## config.mk

```make
export PLATFORM = sky130hd
export DESIGN_NAME = i2c_bus_control_status
export DESIGN_NICKNAME = d
export VERILOG_FILES = /design/src/i2c_ctl_pkg.sv /design/src/i2c_bus_control_status.sv /design/src/i2c_pin_sync.sv
export VERILOG_INCLUDE_DIRS = /design/src /design/src/src
export SDC_FILE = /design/constraint.sdc
export NUM_CORES = 1
export LEC_CHECK = 0
export ABC_AREA = 1
export BUFFER_PORTS_ARGS = -buffer_cell sky130_fd_sc_hd__buf_2
export CORE_ASPECT_RATIO = 0.7
export CORE_UTILIZATION = 40
export DETAILED_ROUTE_END_ITERATION = 16
export PLACE_DENSITY = 0.61
export SYNTH_ARGS = -nofsm -noshare
export SYNTH_HDL_FRONTEND = slang
export SYNTH_SLANG_ARGS = --single-unit
```

## constraint.sdc

```tcl
create_clock -name i_clk -period 4.8 [get_ports i_clk]
set_input_delay 1.44 -clock i_clk [delete_from_list [all_inputs] [get_ports i_clk]]
set_output_delay 1.44 -clock i_clk [all_outputs]
set_load 0.01 [all_outputs]
```

## src/i2c_ctl_map.svh

```systemverilog
/*
  Constants for the serial bus control and status block: soft reset
  codes, word sizes, reset values and the clock period tables.
  Assumes the block clock is the peripheral clock the periods count in.
*/
`ifndef I2C_CTL_MAP_SVH
`define I2C_CTL_MAP_SVH

`define SOFT_RESET_FIELD_ARM   2'h2
`define SOFT_RESET_FIELD_FIRE  2'h1
`define PAUSE_RST   1'h1
`define WORD_BITS   4'h8
`define GCALL_BYTE  8'h00

`define LOW_N0  9'h00C
`define LOW_N1  9'h00E
`define LOW_N2  9'h012
`define LOW_N3  9'h01A
`define LOW_N4  9'h02A
`define LOW_N5  9'h04A
`define LOW_N6  9'h08A
`define LOW_N7  9'h10A

`define HIGH_M0 9'h009
`define HIGH_M1 9'h00B
`define HIGH_M2 9'h00F
`define HIGH_M3 9'h017
`define HIGH_M4 9'h027
`define HIGH_M5 9'h047
`define HIGH_M6 9'h087
`define HIGH_M7 9'h107

`endif

```

## src/i2c_ctl_pkg.sv

```systemverilog
/*
  Types for the serial bus control and status block.
  Assumes nothing beyond a SystemVerilog compiler.
*/
package i2c_ctl_pkg;
  typedef enum logic [1:0] {
    PH_IDLE = 2'h0,
    PH_DATA = 2'h1,
    PH_ACK  = 2'h3,
    PH_SKIP = 2'h2
  } phase_e;

  typedef logic [8:0] period_t;
endpackage : i2c_ctl_pkg

```

## src/i2c_bus_control_status.sv

```systemverilog
/*
  Control and status logic of a serial bus interface: transfer pause,
  interface/port mode, two-step soft reset, arbitration monitor,
  address match, general call and last bit monitors, free format.
  Assumes software strobes are one cycle on i_clk and the bus pins are
  open drain, driven low when the matching output enable is high.
*/
`timescale 1ns/1ps
`include "i2c_ctl_map.svh"
module i2c_bus_control_status
  import i2c_ctl_pkg::*;
(
  // Clock and reset
  input  wire logic       i_clk,
  input  wire logic       i_rst_n,
  // Control register two write
  input  wire logic       i_cr2_wr,
  input  wire logic       i_wr_master_select,
  input  wire logic       i_wr_transmit_select,
  input  wire logic       i_wr_pause,
  input  wire logic       i_wr_iface_mode,
  input  wire logic [1:0] i_wr_soft_reset,
  // Data buffer access
  input  wire logic       i_dbr_wr,
  input  wire logic [7:0] i_dbr_wdata,
  input  wire logic       i_dbr_rd,
  // Control register one and own address
  input  wire logic       i_ack_count_en,
  input  wire logic       i_addr_detect_disable,
  input  wire logic [2:0] i_bit_count_field,
  input  wire logic [2:0] i_clk_period_sel,
  input  wire logic [6:0] i_own_slave_address,
  input  wire logic       i_free_format_select,
  // Bus pins
  input  wire logic       i_scl,
  output logic            o_scl,
  output logic            o_scl_oe,
  input  wire logic       i_sda,
  output logic            o_sda,
  output logic            o_sda_oe,
  // Status
  output logic            o_iface_mode_select,
  output logic            o_master_select,
  output logic            o_transmit_select,
  output logic            o_pause_flag,
  output logic            o_arb_lost_flag,
  output logic            o_addressed_as_slave_flag,
  output logic            o_general_call_flag,
  output logic            o_last_rx_bit,
  output logic            o_bus_busy_flag,
  output logic [7:0]      o_rx_data,
  output logic            o_transfer_irq
);

  function automatic period_t low_cycles(input logic [2:0] sel);
    case (sel)
      3'h0:    low_cycles = `LOW_N0;
      3'h1:    low_cycles = `LOW_N1;
      3'h2:    low_cycles = `LOW_N2;
      3'h3:    low_cycles = `LOW_N3;
      3'h4:    low_cycles = `LOW_N4;
      3'h5:    low_cycles = `LOW_N5;
      3'h6:    low_cycles = `LOW_N6;
      default: low_cycles = `LOW_N7;
    endcase
  endfunction : low_cycles

  function automatic period_t high_cycles(input logic [2:0] sel);
    case (sel)
      3'h0:    high_cycles = `HIGH_M0;
      3'h1:    high_cycles = `HIGH_M1;
      3'h2:    high_cycles = `HIGH_M2;
      3'h3:    high_cycles = `HIGH_M3;
      3'h4:    high_cycles = `HIGH_M4;
      3'h5:    high_cycles = `HIGH_M5;
      3'h6:    high_cycles = `HIGH_M6;
      default: high_cycles = `HIGH_M7;
    endcase
  endfunction : high_cycles

  // Pin sampling
  logic [1:0] pins_s;
  logic       scl_s;
  logic       sda_s;
  logic       scl_d_ff;
  logic       sda_d_ff;

  i2c_pin_sync #(
    .W       (2),
    .RST_VAL (2'h3)
  ) u_pin_sync (
    .i_clk   (i_clk),
    .i_rst_n (i_rst_n),
    .i_async ({i_scl, i_sda}),
    .o_sync  (pins_s)
  );

  assign scl_s = pins_s[1];
  assign sda_s = pins_s[0];

  // State
  logic       iface_ff;
  logic       master_ff;
  logic       trx_ff;
  logic       pause_ff;
  logic       pause_d_ff;
  logic       arm_ff;
  logic       al_ff;
  logic       aas_ff;
  logic       gc_ff;
  logic       lrb_ff;
  logic       busy_ff;
  logic       first_ff;
  logic       irq_ff;
  logic       mpull_ff;
  logic       sel_ff;
  phase_e     phase_ff;
  logic [3:0] bit_ff;
  logic [7:0] rx_sh_ff;
  logic [7:0] tx_sh_ff;
  logic [7:0] rx_data_ff;
  period_t    low_cnt_ff;
  period_t    high_cnt_ff;

  // Bus events, gated off in port mode
  wire act_w    = iface_ff;
  wire rise_w   = act_w & scl_s & ~scl_d_ff;
  wire fall_w   = act_w & ~scl_s & scl_d_ff;
  wire start_w  = act_w & scl_s & scl_d_ff & sda_d_ff & ~sda_s;
  wire stop_w   = act_w & scl_s & scl_d_ff & ~sda_d_ff & sda_s;

  // Software strobes
  wire cr2_ok_w   = i_cr2_wr & iface_ff;
  wire sw_reset_w = cr2_ok_w & arm_ff &
                    (i_wr_soft_reset == `SOFT_RESET_FIELD_FIRE);
  wire set_pause_w = act_w & (i_dbr_wr | (cr2_ok_w & i_wr_pause));
  wire al_clr_w   = i_dbr_wr | i_dbr_rd | i_cr2_wr;
  wire aas_clr_w  = i_dbr_wr | i_dbr_rd;

  // Word framing
  wire [3:0] nbits_w = (i_bit_count_field == 3'h0) ? `WORD_BITS
                                                   : {1'h0, i_bit_count_field};
  wire last_w    = (phase_ff == PH_DATA) & (bit_ff == nbits_w);
  wire eval_w    = fall_w & last_w & first_ff;
  wire match_w   = (rx_sh_ff[7:1] == i_own_slave_address);
  wire gcall_w   = (rx_sh_ff == `GCALL_BYTE);
  wire addr_hit_w = ~i_addr_detect_disable & ~i_free_format_select &
                    ~master_ff & (match_w | gcall_w);
  wire engaged_w = master_ff | al_ff | sel_ff |
                   i_free_format_select | (addr_hit_w & first_ff);
  wire skip_w    = eval_w & ~engaged_w;
  wire word_end_w = engaged_w & fall_w &
                    ((last_w & ~i_ack_count_en) | (phase_ff == PH_ACK));
  wire aas_set_w = (eval_w & addr_hit_w) |
                   (word_end_w & first_ff & i_free_format_select &
                    ~master_ff);
  wire gc_set_w  = eval_w & addr_hit_w & gcall_w;

  // Arbitration: own level against bus level on each data bit rise as master transmitter, every word
  wire al_set_w = rise_w & master_ff & trx_ff & (phase_ff == PH_DATA) &
                  (sda_s != tx_sh_ff[7]);

  // Master clock generation stops once arbitration is lost
  wire gen_w = master_ff & pause_ff & ~al_ff & busy_ff &
               (phase_ff != PH_IDLE);
  wire load_low_w = (pause_ff & ~pause_d_ff) | (fall_w & gen_w);

  // Pin drive; data released after arbitration loss, clock still held while paused
  wire scl_low_w = act_w & (~pause_ff |
                   (busy_ff & ~al_ff &
                    ((low_cnt_ff != 9'h000) | mpull_ff |
                     (pause_ff & ~pause_d_ff))));
  wire sda_low_w = act_w & ~al_ff & (
                   ((phase_ff == PH_DATA) & trx_ff & ~tx_sh_ff[7]) |
                   ((phase_ff == PH_ACK) & ~trx_ff & i_ack_count_en));

  // Next values
  logic nxt_pause;
  logic nxt_al;
  logic nxt_aas;
  logic nxt_gc;
  logic nxt_master;
  logic nxt_trx;

  assign nxt_pause = (set_pause_w | sw_reset_w) ? 1'h1
                   : (word_end_w ? 1'h0 : pause_ff);
  assign nxt_al    = al_set_w | (al_ff & ~al_clr_w);
  assign nxt_aas   = aas_set_w | (aas_ff & ~aas_clr_w);
  assign nxt_gc    = gc_set_w | (gc_ff & ~(start_w | stop_w));

  always_comb begin
    nxt_master = master_ff;
    nxt_trx    = trx_ff;
    if (cr2_ok_w) begin
      nxt_master = i_wr_master_select;
      nxt_trx    = i_wr_transmit_select;
    end
    if (eval_w & addr_hit_w & match_w) begin
      nxt_trx = rx_sh_ff[0];
    end
    if (al_set_w | stop_w | sw_reset_w) begin
      nxt_master = 1'h0;
      nxt_trx    = 1'h0;
    end
  end

  // Control register two; mode bit survives the soft reset
  always_ff @(posedge i_clk) begin
    if (!i_rst_n) begin
      iface_ff  <= 1'h0;
      master_ff <= 1'h0;
      trx_ff    <= 1'h0;
      pause_ff  <= `PAUSE_RST;
      arm_ff    <= 1'h0;
    end else begin
      if (i_cr2_wr) begin
        iface_ff <= i_wr_iface_mode;
      end
      master_ff <= nxt_master;
      trx_ff    <= nxt_trx;
      pause_ff  <= nxt_pause;
      if (cr2_ok_w) begin
        arm_ff <= (i_wr_soft_reset == `SOFT_RESET_FIELD_ARM);
      end
    end
  end

  // Status flags, untouched by the soft reset
  always_ff @(posedge i_clk) begin
    if (!i_rst_n) begin
      al_ff   <= 1'h0;
      aas_ff  <= 1'h0;
      gc_ff   <= 1'h0;
      lrb_ff  <= 1'h0;
      busy_ff <= 1'h0;
    end else begin
      al_ff  <= nxt_al;
      aas_ff <= nxt_aas;
      gc_ff  <= nxt_gc;
      if (rise_w) begin
        lrb_ff <= sda_s;
      end
      if (start_w) begin
        busy_ff <= 1'h1;
      end else if (stop_w) begin
        busy_ff <= 1'h0;
      end
    end
  end

  // Bit engine; free format counts every bit as data
  always_ff @(posedge i_clk) begin
    if (!i_rst_n || sw_reset_w) begin
      phase_ff <= PH_IDLE;
      bit_ff   <= 4'h0;
      first_ff <= 1'h0;
      rx_sh_ff <= 8'h00;
    end else if (start_w) begin
      phase_ff <= PH_DATA;
      bit_ff   <= 4'h0;
      first_ff <= 1'h1;
    end else if (stop_w) begin
      phase_ff <= PH_IDLE;
    end else if (rise_w && phase_ff == PH_DATA) begin
      rx_sh_ff <= {rx_sh_ff[6:0], sda_s};
      bit_ff   <= bit_ff + 4'h1;
    end else if (skip_w) begin
      phase_ff <= PH_SKIP;
    end else if (word_end_w) begin
      phase_ff <= PH_DATA;
      bit_ff   <= 4'h0;
      first_ff <= 1'h0;
    end else if (fall_w && last_w) begin
      phase_ff <= PH_ACK;
    end
  end

  // Selected slave stays engaged until the next start or stop
  always_ff @(posedge i_clk) begin
    if (!i_rst_n || sw_reset_w || start_w || stop_w) begin
      sel_ff <= 1'h0;
    end else if (eval_w && addr_hit_w) begin
      sel_ff <= 1'h1;
    end
  end

  // Transmit shifter and received word
  always_ff @(posedge i_clk) begin
    if (!i_rst_n) begin
      tx_sh_ff   <= 8'hFF;
      rx_data_ff <= 8'h00;
      irq_ff     <= 1'h0;
    end else begin
      if (i_dbr_wr && act_w) begin
        tx_sh_ff <= i_dbr_wdata;
      end else if (fall_w && phase_ff == PH_DATA && !last_w &&
                   bit_ff != 4'h0) begin
        tx_sh_ff <= {tx_sh_ff[6:0], 1'h1};
      end else if (fall_w && last_w) begin
        tx_sh_ff <= 8'hFF;
      end
      if (word_end_w) begin
        rx_data_ff <= rx_sh_ff;
      end
      irq_ff <= word_end_w;
    end
  end

  // Clock low and high period counters
  always_ff @(posedge i_clk) begin
    if (!i_rst_n || sw_reset_w) begin
      scl_d_ff    <= 1'h1;
      sda_d_ff    <= 1'h1;
      pause_d_ff  <= `PAUSE_RST;
      low_cnt_ff  <= 9'h000;
      high_cnt_ff <= 9'h000;
      mpull_ff    <= 1'h0;
    end else begin
      scl_d_ff   <= scl_s;
      sda_d_ff   <= sda_s;
      pause_d_ff <= pause_ff;
      if (load_low_w) begin
        low_cnt_ff <= low_cycles(i_clk_period_sel) - 9'h001;
      end else if (low_cnt_ff != 9'h000) begin
        low_cnt_ff <= low_cnt_ff - 9'h001;
      end
      if (gen_w && scl_s && !mpull_ff) begin
        high_cnt_ff <= high_cnt_ff + 9'h001;
      end else begin
        high_cnt_ff <= 9'h000;
      end
      if (fall_w || !gen_w) begin
        mpull_ff <= 1'h0;
      end else if (high_cnt_ff == high_cycles(i_clk_period_sel)) begin
        mpull_ff <= 1'h1;
      end
    end
  end

  // Outputs
  assign o_scl    = 1'h0;
  assign o_sda    = 1'h0;
  assign o_scl_oe = scl_low_w;
  assign o_sda_oe = sda_low_w;
  assign o_iface_mode_select       = iface_ff;
  assign o_master_select           = master_ff;
  assign o_transmit_select         = trx_ff;
  assign o_pause_flag              = pause_ff;
  assign o_arb_lost_flag           = al_ff;
  assign o_addressed_as_slave_flag = aas_ff;
  assign o_general_call_flag       = gc_ff;
  assign o_last_rx_bit             = lrb_ff;
  assign o_bus_busy_flag           = busy_ff;
  assign o_rx_data                 = rx_data_ff;
  assign o_transfer_irq            = irq_ff;
endmodule : i2c_bus_control_status

```

## src/i2c_pin_sync.sv

```systemverilog
/*
  Two flip-flop synchroniser for bus pin levels.
  Assumes the inputs are asynchronous; reset value is the idle level.
*/
`timescale 1ns/1ps
module i2c_pin_sync #(
  parameter int          W       = 2,
  parameter logic [W-1:0] RST_VAL = '1
) (
  // Clock and reset
  input  wire logic         i_clk,
  input  wire logic         i_rst_n,
  // Levels
  input  wire logic [W-1:0] i_async,
  output logic      [W-1:0] o_sync
);
  logic [W-1:0] meta_ff;

  always_ff @(posedge i_clk) begin
    if (!i_rst_n) begin
      meta_ff <= RST_VAL;
      o_sync  <= RST_VAL;
    end else begin
      meta_ff <= i_async;
      o_sync  <= meta_ff;
    end
  end
endmodule : i2c_pin_sync

```

Yosys cells after proc, flatten, opt, wreduce, memory -nomap -nowiden
Cells that the tools add are included.
W data, S select, Z words.
- flip-flop bits (word level): 69
- input bits: 37
- output and inout bits: 22
- logic and storage cells: 219
- $add $sub $neg: 4
- equal/unequal tests: 19
- mux-type cells: 30
- bitwise logic cells: 97
- reductions and logical operators: 42
- operators with widths (operator ; number):
    $pmux W9 S7 ; 2
    $mux W9 ; 6
    $and A1 B1 Y1 ; 53
    $mux W8 ; 3
    $not A1 Y1 ; 22
    $or A1 B1 Y1 ; 22
    $sub A9 B1 Y9 const B ; 2
    $mux W4 ; 4
    $mux W1 ; 12
    $reduce_bool A2 Y1 ; 6
    $reduce_or A2 Y1 ; 5
    $add A9 B1 Y9 const B ; 1
    $eq A3 B3 Y1 const B ; 3
    $eq A9 B9 Y1 ; 1
    $logic_and A1 B1 Y1 ; 9
    $reduce_bool A9 Y1 ; 1
    $logic_not A8 Y1 ; 1
    $eq A7 B7 Y1 ; 1
    $eq A3 B2 Y1 const B ; 2
    $logic_not A3 Y1 ; 2
    $mux W2 ; 3
    $ne A2 B2 Y1 const B ; 3
    $reduce_and A3 Y1 ; 2
    $reduce_bool A3 Y1 ; 2
    15 further kinds ; 24

Logic depth before layout (Yosys ltp)
- depth in word-level cells: 13
- gate-level depth with buffers: 15
- mapped depth without buffers: 14

By module
From an unflattened synthesis, not the netlist that was laid out.
- cell total of the unflattened synthesis: 499
- area total of the unflattened synthesis: 3519.6 µm²
- by module, submodules not included (module ; instances ; cells an instance ; area each (µm²) ; seq. area each (µm²)):
    i2c_bus_control_status ; 1 ; 487 ; 3409.5 ; 1301.2
    i2c_pin_sync ; 1 ; 12 ; 110.1 ; 80.1

Least setup slack after synthesis
Ideal clock, no wire load.
- kind: input to output
- start: input port i_ack_count_en
- end: output port o_sda_oe
- arrival: 1767 ps
- required time: 3360 ps
- slack: 1593 ps
- cell stages on the path: 2
- buffers on the path: 0
- cells stage by stage: a31oi_1 nor3_1
- word-level cells in the longest chain between the ends: 3
- ends and longest elaborated chain (element ; RTL line ; source):
    start, declared ; i2c_bus_control_status.sv:28 ; input wire logic i_ack_count_en,
    $and A1 B1 Y1 ; i2c_bus_control_status.sv:175 ; ((phase_ff == PH_ACK) & ~trx_ff & i_ack_count_en));
    $or A1 B1 Y1 ; i2c_bus_control_status.sv:174 ; ((phase_ff == PH_DATA) & trx_ff & ~tx_sh_ff[7]) |
    $and A1 B1 Y1 ; i2c_bus_control_status.sv:173 ; wire sda_low_w = act_w & ~al_ff & (
    end, declared ; i2c_bus_control_status.sv:40 ; output logic o_sda_oe,
No other way between the ends.

Worst setup path after layout
Ends and elaborated chain as after synthesis.

==> results by group <==
Global route
  – Antenna violations before repair: 0
  – Met3 Usage GRT: 5.52%
  – Layer carrying the most global-route usage: met1
  – Largest net degree at the start of global routing: 18
  – Vias in the first global route: 2,945
  – Gr usage total: 19.9%
  – Met2 GRT Util: 27.8%
  – First-pass GRT wire length: 14,100 µm
  – Grt met1 use: 29.0%
  – Grt ovf: 0

Route
  – Vias per inst: 4.76
  – Final ANT Viol Nets: 0
  – Total iterations of the first detailed-routing run: 5
  – Wire per inst: 12.4 µm
  – Vias: 3,311
  – Initial DRC count: 167
  – Number of remaining DRC errors: 0
  – Drt total wl: 8630 µm

Floorplan
  – Core area: 0.00855 mm²
  – Io pins: 59
  – Die Width: 115 µm
  – Num rows: 28
  – Die height: 80.9 µm
  – Die footprint: 0.00928 mm²
  – Initial Util: 41.6%

Place
  – Placed cell area: 0.00392 mm²
  – DP Wirelength: 6430 µm
  – Port Buffer Count: 56
  – GPL Wtd Cong: 0.888
  – DP Cell Count: 681

Timing
  – Period utilisation layout: 72.1%
  – Max transition margin: 41.7%
  – Final number of max-transition violations: 0
  – Total negative slack: 0 ns
  – Endpoints failing hold: 0
  – FMAX: 289 MHz
  – RSZ-0062 raised after global routing: false
  – Final worst path period need: 3.46 ns
  – WHS: 0.422 ns
  – Actual slew at the worst max-slew pin: 0.872 ns
  – Clock Skews: 0.00475 ns
  – Final-report setup violation count: 0

Clock tree
  – Postcts setup bufs: 0
  – Clock Path Buffers: 2
  – Hold_buf cts: 0
  – Clock transition at path regs: 0.05 ns
  – Clock Latency Late Sink: 0.33 ns
  – CTS H-tree depth: 3
  – CTS tree: built
  – Clock Sink Count: 69
  – Post-CTS sizing: 0
  – CTS Root Cell: clkbuf_16
  – Inserted Clock Buffers: 9

Setup path
  – Register-to-register setup slack: 2.34 ns
  – WS Path Type: input pin to output port
  – Reg2Reg Capture Point: bit_ff[2]
  – CP most frequent cell: buf_2
  – Crit Reg-Reg Startpoint: o_iface_mode_select
  – CP Cell Sequence: buf_2 > a31oi_1 > nor3_1 > buf_2
  – Critical Path Source Type: input pin
  – Reg2reg path depth: 9
  – Slowest Stage Delay on Critical Path: 0.21 ns
  – CP required: 3.36 ns
  – Slowest CP cell: nor3_1
  – CP endpoint kind: output port
  – CP Max Fanout: 2
  – Worst EP arrival: 2.02 ns

Hold path
  – Worst Hold Path EP: u_pin_sync.o_sync[1]
  – WHS Path Cells: 1
  – HP Class: flip-flop to flip-flop
  – Hold Crit Start: u_pin_sync.meta_ff[1]

Power
  – Maximum resistive drop on vdd: 0.163 mV
  – Leak pwr: 1.88 nW
  – P per Cell Area: 373 mW/mm²
  – Power Total: 1.56 mW

Finish
  – Post-route cell area: 0.00420 mm²
  – Area grow syn2layout: 18.1%
  – Most frequent cells in the layout: nand2_1 (96), inv_1 (80), dfxtp_1 (69), nor2_1 (61), buf_2 (56)
  – Layout Cells excl Fill: 695
  – ANT cells: 0
  – Nets: 613
  – Leading cell type in the layout, fill and taps excluded: nand2_1
  – Layout cells sized above 1: 16.9%

Synthesis
  – Post-synth EDFFs: 0
  – Yosys warns: 0
  – Mapped Area: 0.00356 mm²
  – Dominant synthesized flop cell: dfxtp_1
  – Post-synth cell types: 40
  – Post-synth ARST share: 0%
  – Yosys reg bits: 69
  – Cell count after synthesis: 516
  – Post-synthesis average cell area: 6.89 µm²
  – Sequential share of the synthesized area: 38.8%

Run status
  – Status: finished, final reports clean

Job
  – Max-Cap Viols: 0
-- where the power goes --
part / switching (mW) / total (mW) / internal (mW) / leakage, nW
sequential: 0.0215 / 0.628 / 0.607 / 0.561
clock: 0.234 / 0.633 / 0.399 / 0.144
combinational: 0.192 / 0.304 / 0.112 / 1.18
total: 0.447 / 1.56 / 1.12 / 1.88
-- sequential cells by signal, summed over array words and instances, names as in the netlist, 4 cells and up --
signal       flops
high_cnt_ff      9
low_cnt_ff       9
o_rx_data        8
rx_sh_ff         8
tx_sh_ff         8
bit_ff           4
-- cell type report --
class	count	area (µm²)
Inverter	82	308
Tap cell	120	150
Sequential cell	69	1380
Clock inverter	1	5.00
Fill cell	913	4350
Clock buffer	13	280
Timing Repair Buffer	56	280
Multi-Input combinational cell	354	1800
-- how the worst max path moves through the flow --
stage                               from  endpoint  slack [ns]  depth (start not counted)
after CTS                 i_ack_count_en  o_sda_oe        1.36                          4
final                     i_ack_count_en  o_sda_oe        1.34                          4
after floorplan           i_ack_count_en  o_sda_oe        1.59                          2
after global routing      i_ack_count_en  o_sda_oe        1.31                          4
after global placement    i_ack_count_en  o_sda_oe        1.38                          4
after detailed placement  i_ack_count_en  o_sda_oe        1.36                          4
-- stage by stage --
stage	worst slack [ns]	util [%]
6_report	1.34	49.1
5_1_grt	1.31	49.1
4_1_cts	1.36	49.1
3_5_place_dp	1.36	45.8
3_3_place_gp	1.38	45.8
2_1_floorplan	1.59	-
-- per-layer routing --
metal  routed length (µm)  vias up
li1                     -     1769
met1                 4620     1453
met2                 3270       79
met3                  614       10
met4                  120        0
met5                    0        -
-- Yosys cell counts (all sizes together) (2+ instances only) --
cell	count	area, µm²
or2	5	31.3
dfxtp	69	1380
o21bai	2	15.0
inv	82	308
a211oi	4	30.0
a21oi	47	239
o21ai	43	234
a31oi	4	25.0
buf	7	56.3
nand4	4	25.0
nor2	64	253
xnor2	3	26.3
nand3b	7	52.6
clkbuf	5	18.8
xor2	7	61.3
nand2	104	425
nand3	27	140
nor4	3	18.8
nor3	18	113
ha	4	50.1
-- worst max-delay path: cells and delay by family --
| family | cells | cell delay, ns |
|---|---|---|
| buffers and inverters | 2 | 0.28 |
| AND/OR/NAND/NOR | 1 | 0.21 |
| AO/OA/AOI/OAI | 1 | 0.09 |
-- cell families after synthesis --
| logic type | count (synthesis) | synth area share (%) |
|---|---|---|
| AO/OA/AOI/OAI | 104 | 16.2 |
| adder cells (fa/ha/maj) | 4 | 1.41 |
| AND/OR/NAND/NOR | 234 | 30.2 |
| XOR/XNOR | 10 | 2.46 |
| other | 1 | 0.105 |
| flip-flops | 69 | 38.8 |
| buffers and inverters | 94 | 10.8 |
(Power assumes the default switching activity.)
